## src/logic/fesr_defs.svh

```systemverilog
// Constants of the erase, suspend and resume controller.
// Assumes inclusion by the package, the controller and the bench.
`ifndef FESR_DEFS_SVH
`define FESR_DEFS_SVH
`define FESR_A_CMD      8'h00
`define FESR_A_STAT     8'h04
`define FESR_A_PROT     8'h08
`define FESR_A_COUNT    8'h0c
`define FESR_A_ARG      8'h10
`define FESR_A_RDCHK    8'h14
`define FESR_OP_WREN    4'h1
`define FESR_OP_CHIP    4'h2
`define FESR_OP_SECT    4'h3
`define FESR_OP_PROG    4'h4
`define FESR_OP_DIC     4'h5
`define FESR_OP_PPBER   4'h6
`define FESR_OP_EVAL    4'h7
`define FESR_OP_CNT     4'h8
`define FESR_OP_SUSP    4'h9
`define FESR_OP_RES     4'ha
`define FESR_OP_CLR     4'hb
`define FESR_OP_FAIL    4'hc
`define FESR_S1_BUSY    0
`define FESR_S1_WEN     1
`define FESR_S1_ERR     5
`define FESR_S2_PSUS    8
`define FESR_S2_ESUS    9
`define FESR_S2_ESTAT   10
`define FESR_S2_DSUS    12
`define FESR_OX_BUSY    23
`define FESR_OX_ESUS    22
`define FESR_OX_PSUS    18
`define FESR_OX_DSUS    24
`define FESR_PR_BP      2:0
`define FESR_PR_PLCK    3
`define FESR_PR_PPMD    4
`define FESR_PR_PERM    5
`define FESR_CNT_BAD    23
`define FESR_ARG_SECT   31:16
`define FESR_ARG_PAGE   23:8
`define FESR_EES_NS     32'd10000
`define FESR_SEC_NS     32'd5000
`define FESR_PEDS_NS    32'd400
`define FESR_OPS_NS     32'd20000
`define FESR_CLK_NS     32'd10
`endif

```

## src/logic/fesr_pkg.sv

```systemverilog
// Types shared by the controller.
// Assumes fesr_defs.svh is on the include path.
`include "fesr_defs.svh"
package fesr_pkg;
	typedef enum logic [6:0] {
		FESR_IDLE  = 7'h01,
		FESR_PROG  = 7'h02,
		FESR_SECT  = 7'h04,
		FESR_CHIP  = 7'h08,
		FESR_DIC   = 7'h10,
		FESR_EVAL  = 7'h20,
		FESR_CNT   = 7'h40
	} fesr_op_e;
	typedef struct packed {
		logic [31:0] addr;
		logic [31:0] data;
		logic        busy;
	} fesr_wr_s;
	typedef struct packed {
		fesr_op_e    op;
		logic [31:0] timer;
		logic [31:0] eraseLeft;
		logic [31:0] progLeft;
		logic [31:0] dicLeft;
		logic        progSus;
		logic        eraseSus;
		logic        dicSus;
		logic        progInErase;
		logic        wen;
		logic        eraseErr;
		logic        progErr;
		logic        eraseStat;
		logic [23:0] count;
		logic [7:0]  prot;
		logic [31:0] arg;
		logic [15:0] eraseSector;
		logic [15:0] progPage;
		logic        awOk;
		logic [7:0]  awAddr;
		logic        wOk;
		logic [31:0] wData;
		logic        bValid;
		logic [1:0]  bResp;
		logic        arReady;
		logic        rValid;
		logic [31:0] rData;
		logic [1:0]  rResp;
		logic        ppbAllOnes;
		logic [2:0]  sclkSync;
		logic        sclkSeen;
		logic [15:0] sclkEdges;
		logic        awRdy;
		logic        wRdy;
		logic        busyOut;
		logic        undefOut;
	} fesr_state_s;
endpackage

```

## src/logic/fesr_ctrl.sv

```systemverilog
// Erase, suspend and resume controller of a serial NOR flash, register model.
// Assumes an AXI4-Lite master on clk, and a link clock sampled as a plain input.
// Notes on behaviour
// - Chip erase runs only with protect bits zero.
// - Chip erase skips locked sectors without error.
// - Lock erase sets bits, aborts when protected.
// - Erase check reports last erase completion.
// - Erase check needs no enable, drives busy.
// - Count load fills 23-bit count, busy meanwhile.
// - Count bit 23 flags corrupted reset count.
// - Suspend halts operation; busy shows stop.
// - Program suspend only while programming; flag shows.
// - Reads in suspended page are undefined.
// - Erase suspend only for sector erase.
// - Erase suspended flag shows suspend until resume.
// - Program during erase suspend returns there.
// - New erase ignored while anything suspended.
// - Clear after failed program keeps erase suspended.
// - Reads in suspended sector are undefined.
// - Check suspend only during check, within time.
// - Resume program first, then erase, then check, else ignore.
// - Status one reads accepted during any suspend.
// - Erase needs enable; completion clears enable.
`timescale 1ns/1ns
`include "fesr_defs.svh"
module fesr_ctrl #(
	parameter int unsigned OP_CYCLES = `FESR_OPS_NS / `FESR_CLK_NS
) (
	// Clock and reset.
	input  wire logic        clk,
	input  wire logic        rst_n,
	// Link clock from the host, sampled.
	input  wire logic        linkClk,
	// AXI4-Lite write address and data.
	input  wire logic        s_axi_awvalid,
	output logic             s_axi_awready,
	input  wire logic [7:0]  s_axi_awaddr,
	input  wire logic        s_axi_wvalid,
	output logic             s_axi_wready,
	input  wire logic [31:0] s_axi_wdata,
	input  wire logic [3:0]  s_axi_wstrb,
	// AXI4-Lite write response.
	output logic             s_axi_bvalid,
	input  wire logic        s_axi_bready,
	output logic [1:0]       s_axi_bresp,
	// AXI4-Lite read.
	input  wire logic        s_axi_arvalid,
	output logic             s_axi_arready,
	input  wire logic [7:0]  s_axi_araddr,
	output logic             s_axi_rvalid,
	input  wire logic        s_axi_rready,
	output logic [31:0]      s_axi_rdata,
	output logic [1:0]       s_axi_rresp,
	// Status flags for direct observation.
	output logic             deviceBusy,
	output logic             undefinedRead
);
	localparam int unsigned EES_CYC  = (`FESR_EES_NS + `FESR_CLK_NS - 1) / `FESR_CLK_NS;
	localparam int unsigned SEC_CYC  = (`FESR_SEC_NS + `FESR_CLK_NS - 1) / `FESR_CLK_NS;
	localparam int          PEDS_CYC = `FESR_PEDS_NS / `FESR_CLK_NS;

	if (OP_CYCLES < 2) begin : gBadCycles
		$error("OP_CYCLES must be at least two.");
	end

	fesr_pkg::fesr_state_s st;
	fesr_pkg::fesr_state_s next_st;
	logic                  wrFire;
	logic                  running;
	logic                  anySus;
	logic [3:0]            opc;
	logic [31:0]           s1;
	logic [31:0]           rdVal;
	logic [15:0]           readSector;
	logic [15:0]           readPage;
	logic [2:0]            protBits;

	assign wrFire     = st.awOk && st.wOk && !st.bValid;
	assign opc        = st.wData[3:0];
	assign running    = st.op != fesr_pkg::FESR_IDLE;
	assign anySus     = st.progSus || st.eraseSus || st.dicSus;
	assign readSector = st.arg[`FESR_ARG_SECT];
	assign readPage   = st.arg[`FESR_ARG_PAGE];
	assign protBits   = st.prot[`FESR_PR_BP];

	always_comb begin
		s1 = '0;
		s1[`FESR_S1_BUSY]  = running;
		s1[`FESR_S1_WEN]   = st.wen;
		s1[`FESR_S1_ERR]   = st.eraseErr;
		s1[`FESR_S2_PSUS]  = st.progSus;
		s1[`FESR_S2_ESUS]  = st.eraseSus;
		s1[`FESR_S2_ESTAT] = st.eraseStat;
		s1[`FESR_S2_DSUS]  = st.dicSus;
		s1[`FESR_OX_BUSY]  = running;
		s1[`FESR_OX_ESUS]  = st.eraseSus;
		s1[`FESR_OX_PSUS]  = st.progSus;
		s1[`FESR_OX_DSUS]  = st.dicSus;
	end

	always_comb begin
		case (s_axi_araddr)
		`FESR_A_STAT:  rdVal = s1;
		`FESR_A_PROT:  rdVal = {23'h0, st.ppbAllOnes, st.prot};
		`FESR_A_COUNT: rdVal = {8'h0, st.count};
		`FESR_A_ARG:   rdVal = st.arg;
		`FESR_A_RDCHK: rdVal = {15'h0, (st.eraseSus && readSector == st.eraseSector) ||
		                       (st.progSus && readPage == st.progPage), st.sclkEdges};
		default:       rdVal = 32'h0;
		endcase
	end

	always_comb begin
		next_st = st;
		next_st.sclkSync = {st.sclkSync[1:0], linkClk};
		if (st.sclkSync[2] == st.sclkSync[1] && st.sclkSync[1] != st.sclkSeen) begin
			next_st.sclkSeen  = st.sclkSync[1];
			next_st.sclkEdges = st.sclkEdges + 16'h1;
		end
		if (s_axi_awvalid && !st.awOk) begin
			next_st.awOk   = 1'b1;
			next_st.awAddr = s_axi_awaddr;
		end
		if (s_axi_wvalid && !st.wOk) begin
			next_st.wOk   = 1'b1;
			next_st.wData = s_axi_wdata;
		end
		if (st.bValid && s_axi_bready) begin
			next_st.bValid = 1'b0;
		end
		if (st.rValid && s_axi_rready) begin
			next_st.rValid  = 1'b0;
			next_st.arReady = 1'b1;
		end else if (s_axi_arvalid && st.arReady) begin
			next_st.arReady = 1'b0;
			next_st.rValid  = 1'b1;
			next_st.rData   = rdVal;
			next_st.rResp   = (s_axi_araddr > `FESR_A_RDCHK || s_axi_araddr[1:0] != 2'h0) ?
			                  2'h2 : 2'h0;
		end
		if (running) begin
			if (st.timer != 32'h0) begin
				next_st.timer = st.timer - 32'h1;
			end else begin
				next_st.op = fesr_pkg::FESR_IDLE;
				case (st.op)
				fesr_pkg::FESR_SECT, fesr_pkg::FESR_CHIP: begin
					next_st.wen       = 1'b0;
					next_st.eraseStat = 1'b1;
				end
				fesr_pkg::FESR_PROG: begin
					next_st.wen = 1'b0;
					next_st.eraseSus = st.progInErase;
					next_st.progInErase = 1'b0;
				end
				fesr_pkg::FESR_EVAL: begin
					next_st.eraseStat = st.eraseSector == st.arg[31:16] &&
					                    !st.eraseSus;
				end
				fesr_pkg::FESR_CNT: begin
					next_st.count = {st.count[22:0] == 23'h7fffff,
					                 st.count[22:0] + 23'h1};
				end
				default: begin
					next_st.op = fesr_pkg::FESR_IDLE;
				end
				endcase
			end
		end
		if (wrFire) begin
			next_st.awOk   = 1'b0;
			next_st.wOk    = 1'b0;
			next_st.bValid = 1'b1;
			next_st.bResp  = (st.awAddr > `FESR_A_RDCHK || st.awAddr[1:0] != 2'h0) ?
			                 2'h2 : 2'h0;
			case (st.awAddr)
			`FESR_A_PROT: next_st.prot = st.wData[7:0];
			`FESR_A_ARG:  next_st.arg  = st.wData;
			`FESR_A_CMD: begin
				case (opc)
				`FESR_OP_WREN: begin
					if (!running) begin
						next_st.wen = 1'b1;
					end
				end
				`FESR_OP_CHIP: begin
					if (!running && !anySus && st.wen) begin
						if (protBits == 3'h0) begin
							next_st.op    = fesr_pkg::FESR_CHIP;
							next_st.timer = OP_CYCLES;
						end else begin
							next_st.wen = 1'b0;
						end
					end
				end
				`FESR_OP_SECT: begin
					if (!running && !anySus && st.wen) begin
						next_st.op          = fesr_pkg::FESR_SECT;
						next_st.timer       = OP_CYCLES;
						next_st.eraseSector = st.arg[31:16];
						next_st.eraseStat   = 1'b0;
					end
				end
				`FESR_OP_PROG: begin
					if (!running && !st.progSus && !st.dicSus && st.wen) begin
						next_st.op          = fesr_pkg::FESR_PROG;
						next_st.timer       = OP_CYCLES;
						next_st.progPage    = st.arg[23:8];
						next_st.progInErase = st.eraseSus;
					end
				end
				`FESR_OP_DIC: begin
					if (!running && !anySus) begin
						next_st.op    = fesr_pkg::FESR_DIC;
						next_st.timer = OP_CYCLES;
					end
				end
				`FESR_OP_PPBER: begin
					if (!running && st.wen) begin
						next_st.wen = 1'b0;
						if (st.prot[`FESR_PR_PLCK] || st.prot[`FESR_PR_PPMD] ||
						    st.prot[`FESR_PR_PERM]) begin
							next_st.eraseErr = 1'b1;
						end else begin
							next_st.ppbAllOnes = 1'b1;
						end
					end
				end
				`FESR_OP_EVAL: begin
					if (!running) begin
						next_st.op    = fesr_pkg::FESR_EVAL;
						next_st.timer = EES_CYC;
					end
				end
				`FESR_OP_CNT: begin
					if (!running) begin
						next_st.op    = fesr_pkg::FESR_CNT;
						next_st.timer = SEC_CYC;
					end
				end
				`FESR_OP_SUSP: begin
					case (st.op)
					fesr_pkg::FESR_PROG: begin
						next_st.op       = fesr_pkg::FESR_IDLE;
						next_st.progSus  = 1'b1;
						next_st.progLeft = st.timer;
					end
					fesr_pkg::FESR_SECT: begin
						next_st.op        = fesr_pkg::FESR_IDLE;
						next_st.eraseSus  = 1'b1;
						next_st.eraseLeft = st.timer;
					end
					fesr_pkg::FESR_DIC: begin
						next_st.op      = fesr_pkg::FESR_IDLE;
						next_st.dicSus  = 1'b1;
						next_st.dicLeft = st.timer;
					end
					default: begin
						next_st.op = st.op;
					end
					endcase
				end
				`FESR_OP_RES: begin
					if (!running) begin
						if (st.progSus) begin
							next_st.op      = fesr_pkg::FESR_PROG;
							next_st.timer   = st.progLeft;
							next_st.progSus = 1'b0;
							next_st.eraseSus = st.progInErase;
							next_st.progInErase = st.progInErase;
						end else if (st.eraseSus) begin
							next_st.op       = fesr_pkg::FESR_SECT;
							next_st.timer    = st.eraseLeft;
							next_st.eraseSus = 1'b0;
						end else if (st.dicSus) begin
							next_st.op     = fesr_pkg::FESR_DIC;
							next_st.timer  = st.dicLeft;
							next_st.dicSus = 1'b0;
						end
					end
				end
				`FESR_OP_FAIL: begin
					if (st.op == fesr_pkg::FESR_PROG) begin
						next_st.op      = fesr_pkg::FESR_IDLE;
						next_st.progErr = 1'b1;
					end
				end
				`FESR_OP_CLR: begin
					next_st.progErr  = 1'b0;
					next_st.eraseErr = 1'b0;
					next_st.eraseSus = st.eraseSus || st.progInErase;
					next_st.progInErase = 1'b0;
				end
				default: begin
					next_st.op = st.op;
				end
				endcase
			end
			default: begin
				next_st.op = st.op;
			end
			endcase
		end
		next_st.awRdy    = !next_st.awOk;
		next_st.wRdy     = !next_st.wOk;
		next_st.busyOut  = next_st.op != fesr_pkg::FESR_IDLE;
		next_st.undefOut = (next_st.eraseSus &&
		                    next_st.arg[`FESR_ARG_SECT] == next_st.eraseSector) ||
		                   (next_st.progSus &&
		                    next_st.arg[`FESR_ARG_PAGE] == next_st.progPage);
	end

	always_ff @(posedge clk) begin
		if (!rst_n) begin
			st         <= '0;
			st.op      <= fesr_pkg::FESR_IDLE;
			st.arReady <= 1'b1;
			st.awRdy   <= 1'b1;
			st.wRdy    <= 1'b1;
		end else begin
			st <= next_st;
		end
	end

	assign s_axi_awready = st.awRdy;
	assign s_axi_wready  = st.wRdy;
	assign s_axi_bvalid  = st.bValid;
	assign s_axi_bresp   = st.bResp;
	assign s_axi_arready = st.arReady;
	assign s_axi_rvalid  = st.rValid;
	assign s_axi_rdata   = st.rData;
	assign s_axi_rresp   = st.rResp;
	assign deviceBusy    = st.busyOut;
	assign undefinedRead = st.undefOut;

	chk_chip_prot: assert property (@(posedge clk) disable iff (!rst_n)
		wrFire && st.awAddr == `FESR_A_CMD && opc == `FESR_OP_CHIP && protBits != 3'h0
		|=> st.op != fesr_pkg::FESR_CHIP && $stable(st.eraseErr))
		else $error("Chip erase started despite protect bits.");
	chk_chip_nosus: assert property (@(posedge clk) disable iff (!rst_n)
		st.op == fesr_pkg::FESR_CHIP && st.timer != 32'h0 && wrFire &&
		st.awAddr == `FESR_A_CMD && opc == `FESR_OP_SUSP
		|=> st.op == fesr_pkg::FESR_CHIP)
		else $error("Chip erase was suspended.");
	chk_sus_halt: assert property (@(posedge clk) disable iff (!rst_n)
		st.op == fesr_pkg::FESR_PROG && wrFire && st.awAddr == `FESR_A_CMD &&
		opc == `FESR_OP_SUSP |=> !s1[`FESR_S1_BUSY] && st.progSus)
		else $error("Program suspend did not halt.");
	chk_esus_flag: assert property (@(posedge clk) disable iff (!rst_n)
		st.op == fesr_pkg::FESR_SECT && wrFire && st.awAddr == `FESR_A_CMD &&
		opc == `FESR_OP_SUSP |=> st.eraseSus && !deviceBusy)
		else $error("Erase suspend flag missing.");
	chk_no_erase: assert property (@(posedge clk) disable iff (!rst_n)
		anySus && !running |=> st.op != fesr_pkg::FESR_CHIP &&
		(st.op != fesr_pkg::FESR_SECT || $past(st.eraseSus)))
		else $error("Erase started while suspended.");
	chk_res_prog: assert property (@(posedge clk) disable iff (!rst_n)
		!running && st.progSus && wrFire && st.awAddr == `FESR_A_CMD &&
		opc == `FESR_OP_RES |=> st.op == fesr_pkg::FESR_PROG && deviceBusy)
		else $error("Resume did not restart program first.");
	chk_idle_sus: assert property (@(posedge clk) disable iff (!rst_n)
		!running && wrFire && st.awAddr == `FESR_A_CMD && opc == `FESR_OP_SUSP
		|=> $stable(st.progSus) && $stable(st.eraseSus) && $stable(st.dicSus))
		else $error("Idle suspend changed flags.");
	chk_eval_busy: assert property (@(posedge clk) disable iff (!rst_n)
		!running && wrFire && st.awAddr == `FESR_A_CMD && opc == `FESR_OP_EVAL
		|=> deviceBusy [*8])
		else $error("Erase check did not hold busy.");
	chk_wen_clear: assert property (@(posedge clk) disable iff (!rst_n)
		st.op == fesr_pkg::FESR_SECT && st.timer == 32'h0 |=> !st.wen && !deviceBusy)
		else $error("Enable not cleared after erase.");
	chk_dic_sus: assert property (@(posedge clk) disable iff (!rst_n)
		st.op == fesr_pkg::FESR_DIC && wrFire && st.awAddr == `FESR_A_CMD &&
		opc == `FESR_OP_SUSP |-> ##[1:PEDS_CYC] !deviceBusy && st.dicSus)
		else $error("Check suspend did not finish in time.");
	chk_clr_esus: assert property (@(posedge clk) disable iff (!rst_n)
		wrFire && st.awAddr == `FESR_A_CMD && opc == `FESR_OP_CLR && st.progInErase
		|=> st.eraseSus)
		else $error("Clear ended the suspended erase.");
endmodule

```

## config.mk

```make
export PLATFORM = sky130hd
export DESIGN_NAME = fesr_ctrl
export DESIGN_NICKNAME = d
export VERILOG_FILES = /design/src/logic/fesr_pkg.sv /design/src/logic/fesr_ctrl.sv
export VERILOG_INCLUDE_DIRS = /design/src /design/src/logic
export SDC_FILE = /design/constraint.sdc
export NUM_CORES = 1
export LEC_CHECK = 0
export ABC_AREA = 1
export BUFFER_PORTS_ARGS = -buffer_cell sky130_fd_sc_hd__buf_2
export CAP_MARGIN = 15
export CORE_MARGIN = 4
export CORE_UTILIZATION = 40
export DETAILED_ROUTE_END_ITERATION = 10
export GPL_TIMING_DRIVEN = 0
export PLACE_DENSITY = 0.55
export SLEW_MARGIN = 0
export SYNTH_ARGS = -nofsm -noshare
export SYNTH_HDL_FRONTEND = slang
export SYNTH_SLANG_ARGS = --single-unit
```

## constraint.sdc

```tcl
create_clock -name clk -period 4.4 [get_ports clk]
set_clock_uncertainty 0.1 [all_clocks]
set_input_delay 0.44 -clock clk [delete_from_list [all_inputs] [get_ports clk]]
set_output_delay 0.44 -clock clk [all_outputs]
set_load 0.02 [all_outputs]
```

======== Word-level counts from Yosys, hierarchy flattened ========
Index checks and enable logic that the tools add are counted.
storage, ports and cells
  register bits after elaboration ......... 345
  bits in read-only memories .............. 0
  bits in latches ......................... 0
  input port bits ......................... 60
  word-level logic and storage cells ...... 229
  memories ................................ 0
  bits in writable memories ............... 0
operators by class
  shifts and indexed selects .............. 0
  $lt $le $gt $ge ......................... 2
  reduce and logical (&&, ||, !) cells .... 64
  bitwise operators ....................... 4
  divide/modulo/power cells ............... 0
  muxes and demuxes ....................... 76
  equal/unequal tests ..................... 43
  add/sub/neg operators ................... 3
  $mul .................................... 0
operator list
  operator                                                                number
  39-bit two-way mux                                                      12
  32-bit case mux with 7 select lines                                     1
  32-bit two-way mux                                                      6
  32-bit case mux with 5 select lines                                     1
  143-bit two-way mux                                                     1
  136-bit two-way mux                                                     1
  96-bit two-way mux                                                      1
  16-bit equality test                                                    5
  7-bit case mux with 10 select lines                                     1
  65-bit two-way mux                                                      1
  16-bit two-way mux                                                      4
  25-bit two-way mux                                                      2
  33-bit two-way mux                                                      1
  32-bit nonzero test                                                     1
  32-bit by 1-bit subtractor with 32-bit output (second input constant)   1
  8-bit by 4-bit equality test with 1-bit output (second input constant)  3
  8-bit by 5-bit equality test with 1-bit output (second input constant)  3
  24-bit two-way mux                                                      1
  23-bit by 1-bit adder with 23-bit output (second input constant)        1
  23-bit equality test (second input constant)                            1
  1-bit two-way mux                                                       23
  7-bit two-way mux                                                       3
  4-bit equality test (second input constant)                             5
  1-bit logical AND                                                       19
  other kinds (38)                                                        94

======== Logic depth before layout (Yosys ltp) ========
  depth in word-level cells ............... 12
  gate-level depth with buffers ........... 19

======== Worst setup path before layout ========
No wires, ideal clock.
  kind .................................... register to register
  from .................................... register st[306] (netlist bit)
  to ...................................... register st[324] (netlist bit)
  arrival time ............................ 2.110 ns
  cell stages (with the launch flop) ...... 17
  clock period less this slack ............ 2.321 ns
  path slack .............................. 2.079 ns
  cell sequence ........................... dfxtp_1 inv_1 ha_1 nand2_1 nor2_1 nand2_1 nor2_4 nor2_2 nand2_1 nor2_1 nand3_1 inv_1 nand2_1 o21ai_0 o21ai_0 nor2_1 nor2_1
on the way
  word-level cells in the longest chain between the ends .. 10
ends and longest elaborated chain
  item                                                                                         line                                RTL
  start: declaration                                                                           fesr_ctrl.sv:66                     fesr_pkg::fesr_state_s st;
  start signal: assignment                                                                     fesr_ctrl.sv:321                    st <= next_st;
  32-bit by 1-bit subtractor with 32-bit output / 32-bit nonzero test (equally long branches)  fesr_ctrl.sv:143, fesr_ctrl.sv:142
  32-bit two-way mux *                                                                         fesr_ctrl.sv:142                    if (st.timer != 32'h0) begin
  39-bit two-way mux *                                                                         fesr_ctrl.sv:141                    if (running) begin
  39-bit two-way mux                                                                           fesr_ctrl.sv:275                    end else if (st.dicSus) begin
  39-bit two-way mux                                                                           fesr_ctrl.sv:271                    end else if (st.eraseSus) begin
  39-bit two-way mux                                                                           fesr_ctrl.sv:265                    if (st.progSus) begin
  39-bit two-way mux                                                                           fesr_ctrl.sv:264                    if (!running) begin
  32-bit case mux with 7 select lines                                                          fesr_ctrl.sv:180                    case (opc)
  136-bit two-way mux                                                                          fesr_ctrl.sv:176                    case (st.awAddr)
  143-bit two-way mux *                                                                        fesr_ctrl.sv:170                    if (wrFire) begin
Every way passes the cells marked *; elsewhere a longest branch is shown, timed or not.
A chain may end at the register's enable or synchronous reset.

======== Final worst setup path ========
  from .................................... register st, in the netlist opc[3]
  to ...................................... register st[224] (netlist bit)
on the way
  word-level cells in the longest chain between the ends .. 2
ends and longest elaborated chain
  item                           line
  4-bit equality test            fesr_ctrl.sv:180
  4-bit AND reduction (no line)  --
Every way passes these cells.

==> results.cfg <==
[layout]
layout.nets = 2736
fin_area_sq_um = 19860
area_growth_pct = 15.82
seqCellArea_sq_um = 6847
diodes = 0
drive_gt1_frac = 0.1000
multi_input_comb_area_sq_um = 8615
nFillCells = 4356

[sta]
rsz0062_at_grt = no
slew_headroom = 0.1946
timing.final.crit_share = 0.7438
setup_violations = 0
finalSetupTns_ps = 0
max_freq_mhz = 305.6
hold_viol = 0
layout_setup_ws_ps = 1127
tightest_slew_ps = 1208
period_minus_slack_ps = 3273
slew_violations = 0

[floorplan]
die_height_microns = 215.0
top_level_ports = 103
die_area_sq_um = 46240
rows = 75
coreArea_sq_um = 42130
start_util = 0.4069
die_x_microns = 215.0

[cts]
insertion_delay_ps = 570
post_cts_resize_count = 0
tritoncts = built
clock-sinks = 342
numCtsBuffers = 41
clockRootBuffer = clkbuf_16
cts_setup_buffers = 0
cts_max_level = 2
clk_pin_slew_ps = 60
cts_buffer_depth = 3

[critical_path]
path_max_fanout = 10
crit_arrival_ps = 3660
worst-setup-path-type = reg -> reg
crit_path_end_kind = flip-flop
startpoint_type = flip-flop
timing.reg2reg.setup_slack_ps = 1130
critPathRequiredTime_ps = 4780

[placed_design]
dp_slack_ps = 1190
gp_congestion = 0.9521
post-dp-hpwl_mm = 48.49
portBuffers = 95
placed_area_sq_um = 18300

[synthesis]
ys_seq_elements = 342
synth_enable_flop_cells = 0
ys_types = 56
synth_ff_type = dfxtp_1
ys_top_cells_by_count = nand2_1 (435), nor2_1 (344), dfxtp_1 (342), o21ai_0 (333), a21oi_1 (253)
syn_area_sq_um = 17140
yosysWarningCount = 0
ys_seq_area_frac = 0.3994
yosysMostFrequentCell = nand2_1
synth_top_area_frac = 0.3994
avgSynthCellArea_sq_um = 6.830
syn_inst = 2510
yosys-top-cells-area = dfxtp_1 (40%), o21ai_0 (9.7%), nand2_1 (9.5%)
synth_top_area_cell = dfxtp_1
synthArstFlopShare = 0

[route]
routed_wirelength_mm = 65.48
first_pass_iters = 6
drt_iter0_markers = 1809
detailroute.via_count = 17880
wl_per_cell_microns = 20.22
via_per_inst = 5.521
drcViolationCount = 0
ant_nets = 0

[grt]
grt_pass1_wl_mm = 99.69
antenna_found_initial = 1
grt_usage = 0.2732
grt.overflow.total = 0
grt_pass1_vias = 16890
grt_max_degree = 12

[worst_hold_path]
hp-class = in -> reg

[run_status]
status = completed

[flow_run]
max_cap_violations = 0

[power_and_ir_drop]
peakVddDrop_mv = 0.2878
p_per_area_nw_per_um2 = 457.0
p_leak_uw = 0.008541
[worst max-delay path: stages, from the launching register on]
cell      delay [ps]
dfxtp_1          470
inv_2            170
nor2_4           230
inv_2             80
nor2_2           260
inv_2            180
nor4_4           810
clkbuf_1         530
o21ai_0          170
a21oi_1          160
[per-stage QoR]
| step | hold slack, ps | cells | utilization | total power [uW] |
|---|---|---|---|---|
| 2_1_floorplan | 290.5 | 2511 | - | 4974 |
| 3_3_place_gp | 304.4 | 3145 | 0.4343 | 5655 |
| 3_5_place_dp | 305.6 | 3145 | 0.4344 | 5667 |
| 4_1_cts | 0.4258 | 3238 | 0.4712 | 9064 |
| 5_1_grt | 28.72 | 3238 | 0.4712 | 9518 |
| 6_report | 29.20 | 3238 | 0.4712 | 9074 |
[logic make-up after synthesis]
family / count (synthesis) / share of synthesized area
and+or+nand+nor: 988 / 0.2468
AOI/OAI and AO/OA: 724 / 0.2283
buffers and inverters: 404 / 0.09860
DFF: 342 / 0.3994
xor gates and xnor gates: 48 / 0.02452
adders and majority gates: 3 / 0.002190
other: 1 / 0.0002187
[power by group]
| part | leakage, uW | total, uW | switching [uW] | internal (uW) |
|---|---|---|---|---|
| registers | 0.00277 | 3450 | 183 | 3260 |
| logic | 0.00512 | 2250 | 1610 | 643 |
| clock network | 0.000646 | 3380 | 1370 | 2000 |
| total | 0.00854 | 9070 | 3160 | 5910 |
[per-layer routing]
layer | GRT usage | vias to the layer above | part of all wire
li1 | - | 8667 | -
met1 | 0.3922 | 8453 | 0.47
met2 | 0.4158 | 645 | 0.42
met3 | 0.05918 | 111 | 0.080
met4 | 0.07580 | 2 | 0.028
met5 | 0 | - | 0.00020
[cell usage in the layout, fill, tap and decap left out, types with 35 or more instances in the layout]
cell,instances
dfxtp_1,342
nor3_1,38
o22ai_1,43
nor2_1,344
buf_2,105
inv_1,242
nand2_1,435
clkbuf_1,108
buf_4,39
a21oi_1,252
nand3_1,69
clkbuf_16,42
xor2_1,35
o21ai_0,333
[worst paths after layout]
kind,from,endpoint,cells past startpoint
setup reg to reg,opc[3],st[224],9
hold / removal,s_axi_rready,s_axi_arready,3
setup / recovery,opc[3],st[224],9
hold reg to reg,next_st[22],next_st[23],2
[state kept, by name, summed over array words and instances, names as in the netlist, 2 cells and up]
register     cells
st             262
s_axi_rdata     32
readPage        16
readSector       8
s1               6
opc              4
protBits         3
next_st          2
[layout make-up]
type | count | area share
Clock buffer | 65 | 0.06333
Timing Repair Buffer | 119 | 0.03605
Tap cell | 539 | 0.03397
Clock inverter | 4 | 0.002836
Buffer | 148 | 0.03674
Inverter | 256 | 0.04840
Sequential cell | 342 | 0.3448
Multi-Input combinational cell | 1765 | 0.4339
[timing repair]
item,in CTS,in global routing
hold buffers,24,0
endpoints found under the setup margin,0,0
hold endpoints to repair,24,0
No activity file was read; power rests on OpenSTA's default activity.
